===== src/smsp_defines.svh =====
// Constants for the serial management slave port
`ifndef SMSP_DEFINES_SVH
`define SMSP_DEFINES_SVH
`define SMSP_START_RD 4'h6
`define SMSP_START_WR 4'h5
`define SMSP_ADDR_W 5
`define SMSP_DATA_W 16
`define SMSP_STRAP_W 3
`define SMSP_ADDR_HI 2'h0
`define SMSP_HDR_BITS 5'h0A
`define SMSP_TA_BITS 5'h02
`define SMSP_DATA_BITS 5'h10
`define SMSP_IDLE_BITS 5'h02
`define SMSP_SETTLE_LAST 2'h3
`endif


===== src/smsp_pkg.sv =====
// Types for the serial management slave port
package smsp_pkg;
  typedef enum logic [2:0]
  {
    SMSP_HUNT = 3'h0,
    SMSP_HDR = 3'h1,
    SMSP_TA = 3'h3,
    SMSP_DATA = 3'h2,
    SMSP_TAIL = 3'h6
  } smsp_state_e;
endpackage


===== src/smsp_sync.sv =====
// Two-flop synchroniser for pin inputs
`timescale 1ns/1ps
module smsp_sync #(
  parameter int W = 1
) (
  input wire logic sys_clk,
  input wire logic sys_rst,
  input wire logic [W-1:0] din,
  output logic [W-1:0] dout
);
  logic [W-1:0] meta_q;
  always_ff @(posedge sys_clk or posedge sys_rst)
  begin
    if (sys_rst)
    begin
      meta_q <= '0;
      dout <= '0;
    end
    else
    begin
      meta_q <= din;
      dout <= meta_q;
    end
  end
endmodule


===== src/smsp_slave.sv =====
// Serial management slave port, sampled on system clock
// Overview of operation
// - Strap pins give low address bits
// - Upper two address bits must be zero
// - Register address field selects target register
// - Read: host drives 14 bits, device answers
// - No preamble; hunt for 0110 or 0101
`timescale 1ns/1ps
`include "smsp_defines.svh"
module smsp_slave (
  input wire logic sys_clk,
  input wire logic sys_rst,
  input wire logic mgmt_clk,
  input wire logic mgmt_data_i,
  input wire logic [`SMSP_STRAP_W-1:0] carrier_sense_strap_pins,
  input wire logic [`SMSP_DATA_W-1:0] reg_rdata,
  output logic mgmt_data_o,
  output logic mgmt_data_oe,
  output logic [`SMSP_ADDR_W-1:0] reg_addr,
  output logic [`SMSP_DATA_W-1:0] reg_wdata,
  output logic reg_wr,
  output logic reg_rd,
  output logic [`SMSP_ADDR_W-1:0] phy_addr
);
  // ==========================================
  // Input synchronisation
  logic [1:0] sync_out;
  logic [`SMSP_STRAP_W-1:0] strap_s;
  smsp_sync #(.W(2)) u_sync_link (
    .sys_clk(sys_clk),
    .sys_rst(sys_rst),
    .din({mgmt_clk, mgmt_data_i}),
    .dout(sync_out)
  );
  smsp_sync #(.W(`SMSP_STRAP_W)) u_sync_strap (
    .sys_clk(sys_clk),
    .sys_rst(sys_rst),
    .din(carrier_sense_strap_pins),
    .dout(strap_s)
  );
  logic mdc_s;
  logic mdi_s;
  logic mdc_prev_q;
  logic rise;
  logic fall;
  assign mdc_s = sync_out[1];
  assign mdi_s = sync_out[0];
  assign rise = mdc_s & ~mdc_prev_q;
  assign fall = ~mdc_s & mdc_prev_q;
  always_ff @(posedge sys_clk or posedge sys_rst)
  begin
    if (sys_rst)
      mdc_prev_q <= 1'b0;
    else
      mdc_prev_q <= mdc_s;
  end
  // ==========================================
  // Strap capture while reset settles
  logic strap_done_q;
  logic [1:0] settle_q;
  always_ff @(posedge sys_clk or posedge sys_rst)
  begin
    if (sys_rst)
    begin
      settle_q <= 2'h0;
      strap_done_q <= 1'b0;
      phy_addr <= '0;
    end
    else if (!strap_done_q)
    begin
      settle_q <= settle_q + 2'h1;
      if (settle_q == `SMSP_SETTLE_LAST)
      begin
        strap_done_q <= 1'b1;
        phy_addr <= {`SMSP_ADDR_HI, strap_s};
      end
    end
  end
  // ==========================================
  // Frame state machine
  smsp_pkg::smsp_state_e state_q;
  logic [3:0] hunt_q;
  logic [4:0] cnt_q;
  logic is_rd_q;
  logic [9:0] hdr_q;
  logic [`SMSP_DATA_W-1:0] sh_q;
  logic [3:0] hunt_d;
  logic hdr_last;
  logic match;
  assign hunt_d = {hunt_q[2:0], mdi_s};
  assign hdr_last = cnt_q == `SMSP_HDR_BITS - 5'h1;
  // Header fully shifted in by the data phase: address sits in the top five bits
  assign match = hdr_q[9:5] == phy_addr;
  always_ff @(posedge sys_clk or posedge sys_rst)
  begin
    if (sys_rst)
    begin
      state_q <= smsp_pkg::SMSP_HUNT;
      hunt_q <= 4'h0;
      cnt_q <= 5'h0;
      is_rd_q <= 1'b0;
      hdr_q <= 10'h000;
      reg_addr <= '0;
      reg_wdata <= '0;
      reg_wr <= 1'b0;
      reg_rd <= 1'b0;
    end
    else
    begin
      reg_wr <= 1'b0;
      reg_rd <= 1'b0;
      if (rise && strap_done_q)
      begin
        unique case (state_q)
          smsp_pkg::SMSP_HUNT:
          begin
            hunt_q <= hunt_d;
            cnt_q <= 5'h0;
            if (hunt_d == `SMSP_START_RD || hunt_d == `SMSP_START_WR)
            begin
              state_q <= smsp_pkg::SMSP_HDR;
              is_rd_q <= hunt_d == `SMSP_START_RD;
              hunt_q <= 4'h0;
            end
          end
          smsp_pkg::SMSP_HDR:
          begin
            hdr_q <= {hdr_q[8:0], mdi_s};
            cnt_q <= cnt_q + 5'h1;
            if (hdr_last)
            begin
              state_q <= smsp_pkg::SMSP_TA;
              cnt_q <= 5'h0;
              reg_addr <= {hdr_q[3:0], mdi_s};
              if (is_rd_q && hdr_q[8:4] == phy_addr)
                reg_rd <= 1'b1;
            end
          end
          smsp_pkg::SMSP_TA:
          begin
            cnt_q <= cnt_q + 5'h1;
            if (cnt_q == `SMSP_TA_BITS - 5'h1)
            begin
              state_q <= smsp_pkg::SMSP_DATA;
              cnt_q <= 5'h0;
            end
          end
          smsp_pkg::SMSP_DATA:
          begin
            reg_wdata <= {reg_wdata[`SMSP_DATA_W-2:0], mdi_s};
            cnt_q <= cnt_q + 5'h1;
            if (cnt_q == `SMSP_DATA_BITS - 5'h1)
            begin
              state_q <= smsp_pkg::SMSP_TAIL;
              cnt_q <= 5'h0;
              if (!is_rd_q && match)
                reg_wr <= 1'b1;
            end
          end
          smsp_pkg::SMSP_TAIL:
          begin
            cnt_q <= cnt_q + 5'h1;
            if (cnt_q == `SMSP_IDLE_BITS - 5'h1)
            begin
              state_q <= smsp_pkg::SMSP_HUNT;
              cnt_q <= 5'h0;
            end
          end
          default:
            state_q <= smsp_pkg::SMSP_HUNT;
        endcase
      end
    end
  end
  // ==========================================
  // Read data drive, changed after falling edge
  logic rd_match_q;
  always_ff @(posedge sys_clk or posedge sys_rst)
  begin
    if (sys_rst)
    begin
      rd_match_q <= 1'b0;
      sh_q <= '0;
      mgmt_data_o <= 1'b0;
      mgmt_data_oe <= 1'b0;
    end
    else
    begin
      if (reg_rd)
      begin
        rd_match_q <= 1'b1;
        sh_q <= reg_rdata;
      end
      if (fall)
      begin
        if (rd_match_q && state_q == smsp_pkg::SMSP_TA && cnt_q == `SMSP_TA_BITS - 5'h1)
        begin
          // Second turnaround bit is driven low; data follows from the next fall
          mgmt_data_oe <= 1'b1;
          mgmt_data_o <= 1'b0;
        end
        else if (rd_match_q && state_q == smsp_pkg::SMSP_DATA)
        begin
          mgmt_data_o <= sh_q[`SMSP_DATA_W-1];
          sh_q <= {sh_q[`SMSP_DATA_W-2:0], 1'b0};
        end
        else if (state_q != smsp_pkg::SMSP_TA)
        begin
          mgmt_data_oe <= 1'b0;
          mgmt_data_o <= 1'b0;
          rd_match_q <= 1'b0;
        end
      end
    end
  end
endmodule


===== config.mk =====
export PLATFORM = sky130hd
export DESIGN_NAME = smsp_slave
export DESIGN_NICKNAME = d
export VERILOG_FILES = /design/src/smsp_pkg.sv /design/src/smsp_sync.sv /design/src/smsp_slave.sv
export VERILOG_INCLUDE_DIRS = /design/src /design/src/src
export SDC_FILE = /design/constraint.sdc
export NUM_CORES = 1
export LEC_CHECK = 0
export ABC_AREA = 0
export BUFFER_PORTS_ARGS = -buffer_cell sky130_fd_sc_hd__buf_2
export CAP_MARGIN = 20
export CORE_MARGIN = 3
export CORE_UTILIZATION = 40
export DETAILED_ROUTE_END_ITERATION = 12
export GPL_TIMING_DRIVEN = 0
export MAX_ROUTING_LAYER = met4
export PLACE_DENSITY = 0.58
export SYNTH_ARGS = -nofsm -noshare
export SYNTH_HDL_FRONTEND = slang
export SYNTH_SLANG_ARGS = --single-unit

===== constraint.sdc =====
create_clock -name sys_clk -period 6.8 [get_ports sys_clk]
set_input_delay 0.68 -clock sys_clk [delete_from_list [all_inputs] [get_ports sys_clk]]
set_output_delay 0.68 -clock sys_clk [all_outputs]
set_load 0.01 [all_outputs]

---- Word-level counts from Yosys, hierarchy flattened ----
Index checks and enable logic that the tools add are counted.
operators by class
  eq/ne operators ......................... 19
  reductions and logical operators ........ 23
  bitwise gates (word level) .............. 5
  mux-type cells .......................... 35
  $add $sub $neg .......................... 2
operators with widths
  kind                 number
  $mux 16              4
  $mux 1               20
  $pmux 5 s4           1
  $mux 3               6
  $mux 5               3
  $pmux 3 s5           1
  $ne 2x2->1 const B   6
  $reduce_and 2->1     6
  $eq 5x3->1           2
  $eq 5x4->1 const B   2
  $reduce_and 3->1     3
  $eq 4x3->1 const B   2
  $eq 3x2->1 const B   2
  $logic_and 1x1->1    6
  $reduce_and 6->1     1
  $add 5x1->5 const B  1
  $eq 5x1->1 const B   1
  $reduce_bool 4->1    1
  $eq 3x1->1 const B   1
  $eq 3x3->1 const B   1
  $logic_not 3->1      1
  $ne 3x2->1 const B   1
  $not 1->1            3
  $reduce_bool 3->1    1
  other kinds (7)      8
storage, ports and cells
  register bits ........................... 81
  input bits .............................. 23
  output and inout port bits .............. 30
  word-level logic and storage cells ...... 105

---- Depth between registers and ports, before layout ----
Gate-level depths: netlist (run 1).
  word-level depth ........................ 6
  depth in mapped cells ................... 8
  depth with buffers taken out ............ 8

---- Modules after synthesis ----
Synthesis (run 1) repeated with hierarchy kept, for this count alone.
second synthesis, totals
  cell total of the unflattened synthesis .. 285
  area total of the unflattened synthesis .. 3507.1 µm²
by module, submodules not included
  module                    sequential area each (µm²)  instances  area an instance (µm²)  cells each
  smsp_slave                1776.7                      1          3249.4                  273
  smsp_sync (u_sync_strap)  150.1                       1          153.9                   7
  smsp_sync (u_sync_link)   100.1                       1          103.8                   5

---- Worst setup path before layout (run 1) ----
Ideal clock, no wire load.
  kind .................................... flip-flop to flip-flop
  from .................................... register cnt_q[1]
  to ...................................... register state_q[2]
  data required time ...................... 6.672 ns
  period minus slack after synthesis ...... 1.894 ns
  slack ................................... 4.906 ns
  cell stages (with the launch flop) ...... 7
  arrival ................................. 1.767 ns
  buffers on the path ..................... 0
  library setup time ...................... 0.128 ns
  path through ............................ dfrtp_1 inv_1 ha_1 or3b_4 a211o_4 a21oi_2 mux2_1
on the way
  word-level cells in the longest chain between the ends .. 3
  elaborated cells on any way between the ends .. 8
  those cells by class .................... eq/ne: 7; reduce/logical: 1
ends and longest elaborated chain
  element                                   RTL line           source
  start: declaration                        smsp_slave.sv:83   logic [4:0] cnt_q;
  start signal: assignment                  smsp_slave.sv:129  cnt_q <= cnt_q + 5'h1;
  start signal: assignment                  smsp_slave.sv:141  cnt_q <= cnt_q + 5'h1;
  start signal: assignment                  smsp_slave.sv:151  cnt_q <= cnt_q + 5'h1;
  $eq 5x4->1, or another cell as far along  smsp_slave.sv:152  if (cnt_q == `SMSP_DATA_BITS - 5'h1)
  $ne 2x2->1 (no line)                      --
  $reduce_and 6->1 (no line) *              --
  end signal: assignment                    smsp_slave.sv:154  state_q <= smsp_pkg::SMSP_TAIL;
  end signal: assignment                    smsp_slave.sv:165  state_q <= smsp_pkg::SMSP_HUNT;
  end signal: assignment                    smsp_slave.sv:170  state_q <= smsp_pkg::SMSP_HUNT;
  end: declaration                          smsp_slave.sv:81   smsp_pkg::smsp_state_e state_q;
Mark *: on every way between the ends. The rest lies on a longest branch, timed or not.
A chain may end at the register's enable or synchronous reset.

---- Worst setup path after layout (run 1) ----
  from .................................... register cnt_q[0]
  to ...................................... register state_q[2]
Same word-level chain as after synthesis.

==> metrics.cfg, run 1 <==
[sta]
setup_viol=0
worst_slew_pin_slew_ns=0.6772
hold_viol=0
max_freq_ghz=0.4773
rsz0062_at_grt=no
tns_ns=0
fin_ws_ns=4.705
final.period_utilization_pct=30.81
period_minus_slack_ns=2.095
skew_ns=0.007026
slew_headroom_pct=54.85
slew_viol_final=0

[drt]
route.detailed.drc=0
drtAntennaViolNets=0
vias=2290
drt_wl_total_microns=6329
wl_per_cell_microns=13.85
drt-pass1-iter-count=4
viasPerCell=5.011
drtIter0Drc=43

[logic_synthesis]
synth_compound_area_share_pct=8.044
synth_top_family_by_area=multiplexers
synth_xor_area_share_pct=2.252
synth_fa_ha_area_share_pct=1.788
synth_area_leaders=dfrtp_1 (58%), mux2_2 (11%), mux2i_1 (4.6%)
synthSimpleGateAreaFrac_pct=10.73
syn_area_sq_um=3500
synthArstFlopShare_pct=100.0
ys_warn_count=0
synth-edff-count=0
synth_flop_cell=dfrtp_1
ys_ff_latch=81
synth_top_area_share_pct=57.92
syn_inst=284
yosysTopAreaCell=dfrtp_1
synthMuxAreaShare_pct=16.16
ys_types=51
synth_sequential_area_ratio_pct=57.92
postSynthAreaPerCell_sq_um=12.32

[power]
leakagePower_nw=1.940
power-per-cell-area_nw_per_um2=261.6
irDropWorstVdd_mv=0.1390

[min_path]
min_path_type=input pin to async pin

[clock_tree]
clkLatencyLatePin_ns=0.35
post_cts_buffers=0
tritoncts=done
cts_buffers=9
clkTransAtPathRegs_ns=0.09
cts.sinks=81
hold_buffers=0
ctsHtreeMaxLevel=3
cts_resized=0
clock_path_buffers=2
ctsRootBufferMaster=clkbuf_8

[floorplan]
die_h_microns=99.54
row_count=33
start_util_pct=41.96
io_pins=53
dieArea_sq_um=9907
core_sq_um=8341
die_width_microns=99.54

[worst_setup_path]
arrival_ns=2.33
path_common_cell=ha_1
critPathKind=flop to flop
r2r-start=cnt_q[0]
path_cells=ha_1 -> nand3_1 -> inv_1 -> ha_1 -> nor2b_1 -> o21ai_1 -> a21oi_2 -> mux2_1
crit_family=compound AO/OA/AOI/OAI gates
max_stage_delay_ns=0.43
crit_slowest_cell=dfrtp_1
cp_max_fo=5
critPathBufInv=1
crit_start=cnt_q[0]
critPathRequiredTime_ns=7.04
setup.worst_path.end_class=flop
start_kind=flop

[layout]
final_common_cell=dfrtp_1
nFillCells=773
nNetsFinal=375
diodes=0
drive_above_1_share_pct=34.38
final_cell_mix=dfrtp_1 (81), buf_2 (56), mux2_2 (35), nor2_1 (22), a21oi_1 (18)
syn_to_final_growth_pct=17.88

[run_status]
status=completed

[global_route]
grt.met3_usage_pct=4.418
use_met2_pct=21.38
grt_use_total_pct=14.01
grt_pass1_wl_microns=10700
grt_start_max_net_pins=52
use_met1_pct=17.67
antenna_found_initial=0
first_global_vias=2291
busiest_layer=met2
overflow=0

[place]
gp_congestion=0.7960
pre_cts_ws_ns=4.733
io_buffer_count=50
dp_hpwl_microns=4420

[job]
cap_violations=0

-- Yosys cell counts, types with 2 or more instances --
cell type,instances
dfrtp_1,81
mux2_2,35
nor2_1,22
a21oi_1,18
mux2i_1,16
nand2_1,14
inv_1,8
xor2_1,7
buf_2,6
nand2b_1,6
o21ai_0,6
clkbuf_1,5
ha_1,5
nand3_1,5
buf_4,3
or3_1,3
nand3b_1,2
nor2b_1,2
nor3_1,2
nor4_1,2
o211ai_1,2
o21ai_1,2
o22a_1,2
o22ai_1,2
xnor2_1,2
-- area by class of cell --
type	instances	area [sq um]	share of cell area, %
inverters	8	32.53	0.7886
clock buffers	10	137.6	3.336
flip-flops and latches	81	2027	49.14
plain buffers	15	75.07	1.820
clock inverters	6	72.57	1.759
multi-input cells	181	1371	33.24
repair buffers	51	277.8	6.733
well taps	105	131.4	3.185
-- worst register-to-register path, cell delays in order (launching register included) --
cell and delay, ns:
dfrtp_1 0.43, ha_1 0.23, nand3_1 0.12, inv_1 0.05
ha_1 0.20, nor2b_1 0.13, o21ai_1 0.37, a21oi_2 0.12
mux2_1 0.32
-- flip-flops by register name (all words and copies together), names as in the netlist --
name	flops
u_sync_strap.dout	3
hunt_q	3
reg_addr	5
mdc_prev_q	1
sh_q	16
state_q	3
u_sync_link.dout	2
mgmt_data_oe	1
phy_addr	3
strap_done_q	1
settle_q	2
reg_rd	1
u_sync_link.meta_q	2
reg_wr	1
mgmt_data_o	1
reg_wdata	16
u_sync_strap.meta_q	3
cnt_q	5
rd_match_q	1
hdr_q	10
is_rd_q	1
-- stage by stage --
| step | cell area (sq um) | std cells | utilization (%) | power (mW) | hold slack (ns) |
|---|---|---|---|---|---|
| global placement | 3885 | 440 | 46.58 | 0.7112 | 0.3315 |
| CTS | 4125 | 457 | 49.46 | 1.091 | 0.3329 |
| finish | 4125 | 457 | 49.46 | 1.079 | 0.3317 |
| global route | 4125 | 457 | 49.46 | 1.136 | 0.3522 |
| detailed placement | 3915 | 441 | 46.94 | 0.7192 | 0.3395 |
| floorplan | 3503 | 285 | - | 0.6765 | 0.3312 |
-- final timing paths --
check | cells after the start | slack (ns) | endpoint
worst max-delay path | 8 | 4.70 | state_q[2]
worst min-delay path | 2 | 0.33 | sh_q[5]
worst max register to register | 8 | 4.70 | state_q[2]
worst min register to register | 0 | 0.35 | u_sync_strap.dout[2]
max in group asynchronous | 3 | 5.91 | cnt_q[0]
min in group sys_clk | 0 | 0.35 | u_sync_strap.dout[2]
-- cell families (layout without fill, tap and decap cells) --
group	after synthesis	after routing
XOR/XNOR	9	9
other	1	2
AND/OR/NAND/NOR	70	70
AO/OA/AOI/OAI	43	43
adder cells (fa/ha/maj)	5	5
buffers and inverters	23	90
multiplexers	52	52
flip-flops	81	81
-- layer usage --
layer,up-vias,routed length [microns],share of wire (%)
met3,9,304,4.8
met5,-,0,0
met1,1132,2987,47
met2,43,2951,47
met4,0,86,1.4
li1,1106,-,-
-- where the power goes --
group	total [mW]	switching, mW	internal (mW)
registers	0.561	0.0374	0.524
logic	0.147	0.0761	0.0709
clock network	0.371	0.187	0.184
total	1.08	0.300	0.779
Power figures use the tool's default switching activity.
==> run 2, diff against run 1 <==
- clock period: 6.8 -> 2.2 ns (I/O delays scaled with it)
==> metrics.cfg, run 2 (synthesis results as in run 1) <==
[run_status]
status=completed

[clock_tree]
clock_path_buffers=2  ; unchanged
ctsHtreeMaxLevel=3  ; unchanged
cts_buffers=9  ; unchanged
clkTransAtPathRegs_ns=0.09  ; about the same
cts.sinks=81  ; unchanged
clkLatencyLatePin_ns=0.35  ; about the same
post_cts_buffers=0  ; unchanged
tritoncts=done
ctsRootBufferMaster=clkbuf_8

[layout]
final_cell_mix=dfrtp_1 (81), buf_2 (56), mux2_2 (35), nor2_1 (22), a21oi_1 (18)
final_common_cell=dfrtp_1
reg.largest.list=reg_wdata: 16 flops, sh_q: 16 flops, hdr_q: 10 flops
syn_to_final_growth_pct=18.95
fin_util_pct=49.91  ; +0.45 points
nNetsFinal=382  ; +1.9%
diodes=0  ; unchanged
nFillCells=796  ; +3.0%
instances_no_fill=463  ; +1.3%
drive_above_1_share_pct=33.80  ; -0.58 points
final_cell_area_sq_um=4163  ; +0.91%

[sta]
period_minus_slack_ns=2.019  ; -0.07630 ns
rsz0062_at_grt=no
hold_viol=0  ; unchanged
max_freq_ghz=0.4953  ; +3.8%
worst_slew_pin_slew_ns=0.6946  ; +0.01743 ns
tns_ns=0  ; unchanged
slew_viol_final=0  ; unchanged
slew_headroom_pct=53.69  ; -1.2 points
fin_ws_ns=0.1812  ; -4.524 ns
final.period_utilization_pct=91.76  ; +61 points
skew_ns=0.009634  ; +0.002608 ns
setup_viol=0  ; unchanged

[worst_setup_path]
cp_max_fo=5  ; unchanged
path_cells=inv_1 -> ha_1 -> or3b_4 -> a211o_4 -> a21oi_2 -> mux2_1
setup.worst_path.end_class=flop
r2r-start=cnt_q[1]
critPathRequiredTime_ns=2.43  ; -4.61 ns
critPathBufInv=1  ; unchanged
max_stage_delay_ns=0.41  ; -0.02 ns
critPathKind=flop to flop
crit_family=compound AO/OA/AOI/OAI gates
start_kind=flop
crit_start=cnt_q[1]
crit_slowest_cell=dfrtp_1
arrival_ns=2.25  ; -0.08 ns

[drt]
wl_per_cell_microns=13.84  ; about the same
met3_wirelength_microns=258  ; -15%
wl_met1_microns=3060  ; +2.4%
vias=2305  ; +0.66%
route.detailed.drc=0  ; unchanged
drt_wl_total_microns=6409  ; +1.3%
viasPerCell=4.978  ; -0.65%
drtAntennaViolNets=0  ; unchanged
drt-pass1-iter-count=4  ; unchanged
dr.max_layer_used=met4
drtIter0Drc=94  ; +120%
dr_wl_met2_microns=3028  ; +2.6%

[global_route]
grt_pass1_wl_microns=11040  ; +3.2%
antenna_found_initial=0  ; unchanged
overflow=0  ; unchanged
grt_start_max_net_pins=34  ; -35%
first_global_vias=2325  ; +1.5%
grt_use_total_pct=14.39  ; +0.38 points

[power]
power-per-cell-area_nw_per_um2=762.2  ; +190%
irDropWorstVdd_mv=0.4680  ; +240%
leakagePower_nw=1.945  ; +0.31%

[floorplan]
row_count=33  ; unchanged
start_util_pct=41.96  ; unchanged
io_pins=53  ; unchanged
dieArea_sq_um=9907  ; unchanged
die_width_microns=99.54  ; unchanged
core_sq_um=8341  ; unchanged
die_h_microns=99.54  ; unchanged

[place]
io_buffer_count=50  ; unchanged
gp_congestion=0.7813  ; -1.8%
dp_hpwl_microns=4526  ; +2.4%
pre_cts_ws_ns=0.1143  ; -4.619 ns
placed_cells=442  ; +0.23%
dpl_cell_area_sq_um=3929  ; +0.35%

[min_path]
min_path_type=input pin to flop
hp-start=reg_rdata[0]

[job]
cap_violations=0  ; unchanged

## run 2: cell count changes in the layout (fill, tap and decap cells not counted), sizes merged
cell,delta
clkbuf,+1
clkinvlp,+2
buf,+1
bufinv,-1
dlygate4sd3,+6
inv,-3
## run 2: final timing paths
kind,endpoint,slack (ns),cells past startpoint
worst max register to register,state_q[2],0.18,6
worst min register to register,u_sync_strap.dout[1],0.35,0
min in group asynchronous,reg_wdata[12],0.46,3
worst max-delay path,state_q[2],0.18,6
max in group asynchronous,reg_wdata[1],1.22,4
worst min-delay path,sh_q[0],0.12,3
## run 2: area by class of cell
type,count,area (sq um),share of cell area [%]
Inverter,8,33.78,0.8115
Clock buffer,11,141.4,3.396
Buffer,15,75.07,1.803
Sequential cell,81,2027,48.69
Clock inverter,4,28.78,0.6913
Multi-Input combinational cell,181,1375,33.03
Timing Repair Buffer,58,350.3,8.416
Tap cell,105,131.4,3.156
## run 2: timing repair
action,CTS,global route
hold buffers,6,0
endpoints found under the setup margin,0,4
resized for setup,0,1
hold endpoints to repair,25,0
## run 2: worst reg2reg max path, stage by stage (launching register included)
cell and delay (ns):
dfrtp_1 0.41, inv_1 0.07, ha_1 0.15, or3b_4 0.41, a211o_4 0.36, a21oi_2 0.17, mux2_1 0.33
## run 2: metal layers
layer / global-route usage (%) / vias to the layer above
met5: - / -
met2: 21.59 / 44
met1: 19.19 / 1134
met4: 6.092 / 0
met3: 2.735 / 6
li1: - / 1121
## run 2: report_power, final
group          internal [mW]  switching (mW)  total (mW)
Clock                  0.437           0.532       0.970
Combinational          0.231           0.237       0.468
Sequential              1.62           0.117        1.74
## run 2: stage by stage
stage | total power [mW] | hold slack, ns
floorplan | 2.092 | 0.2514
global placement | 2.200 | 0.3287
detailed placement | 2.225 | 0.2927
CTS | 3.221 | 0.09973
global route | 3.368 | 0.1418
finish | 3.173 | 0.1155
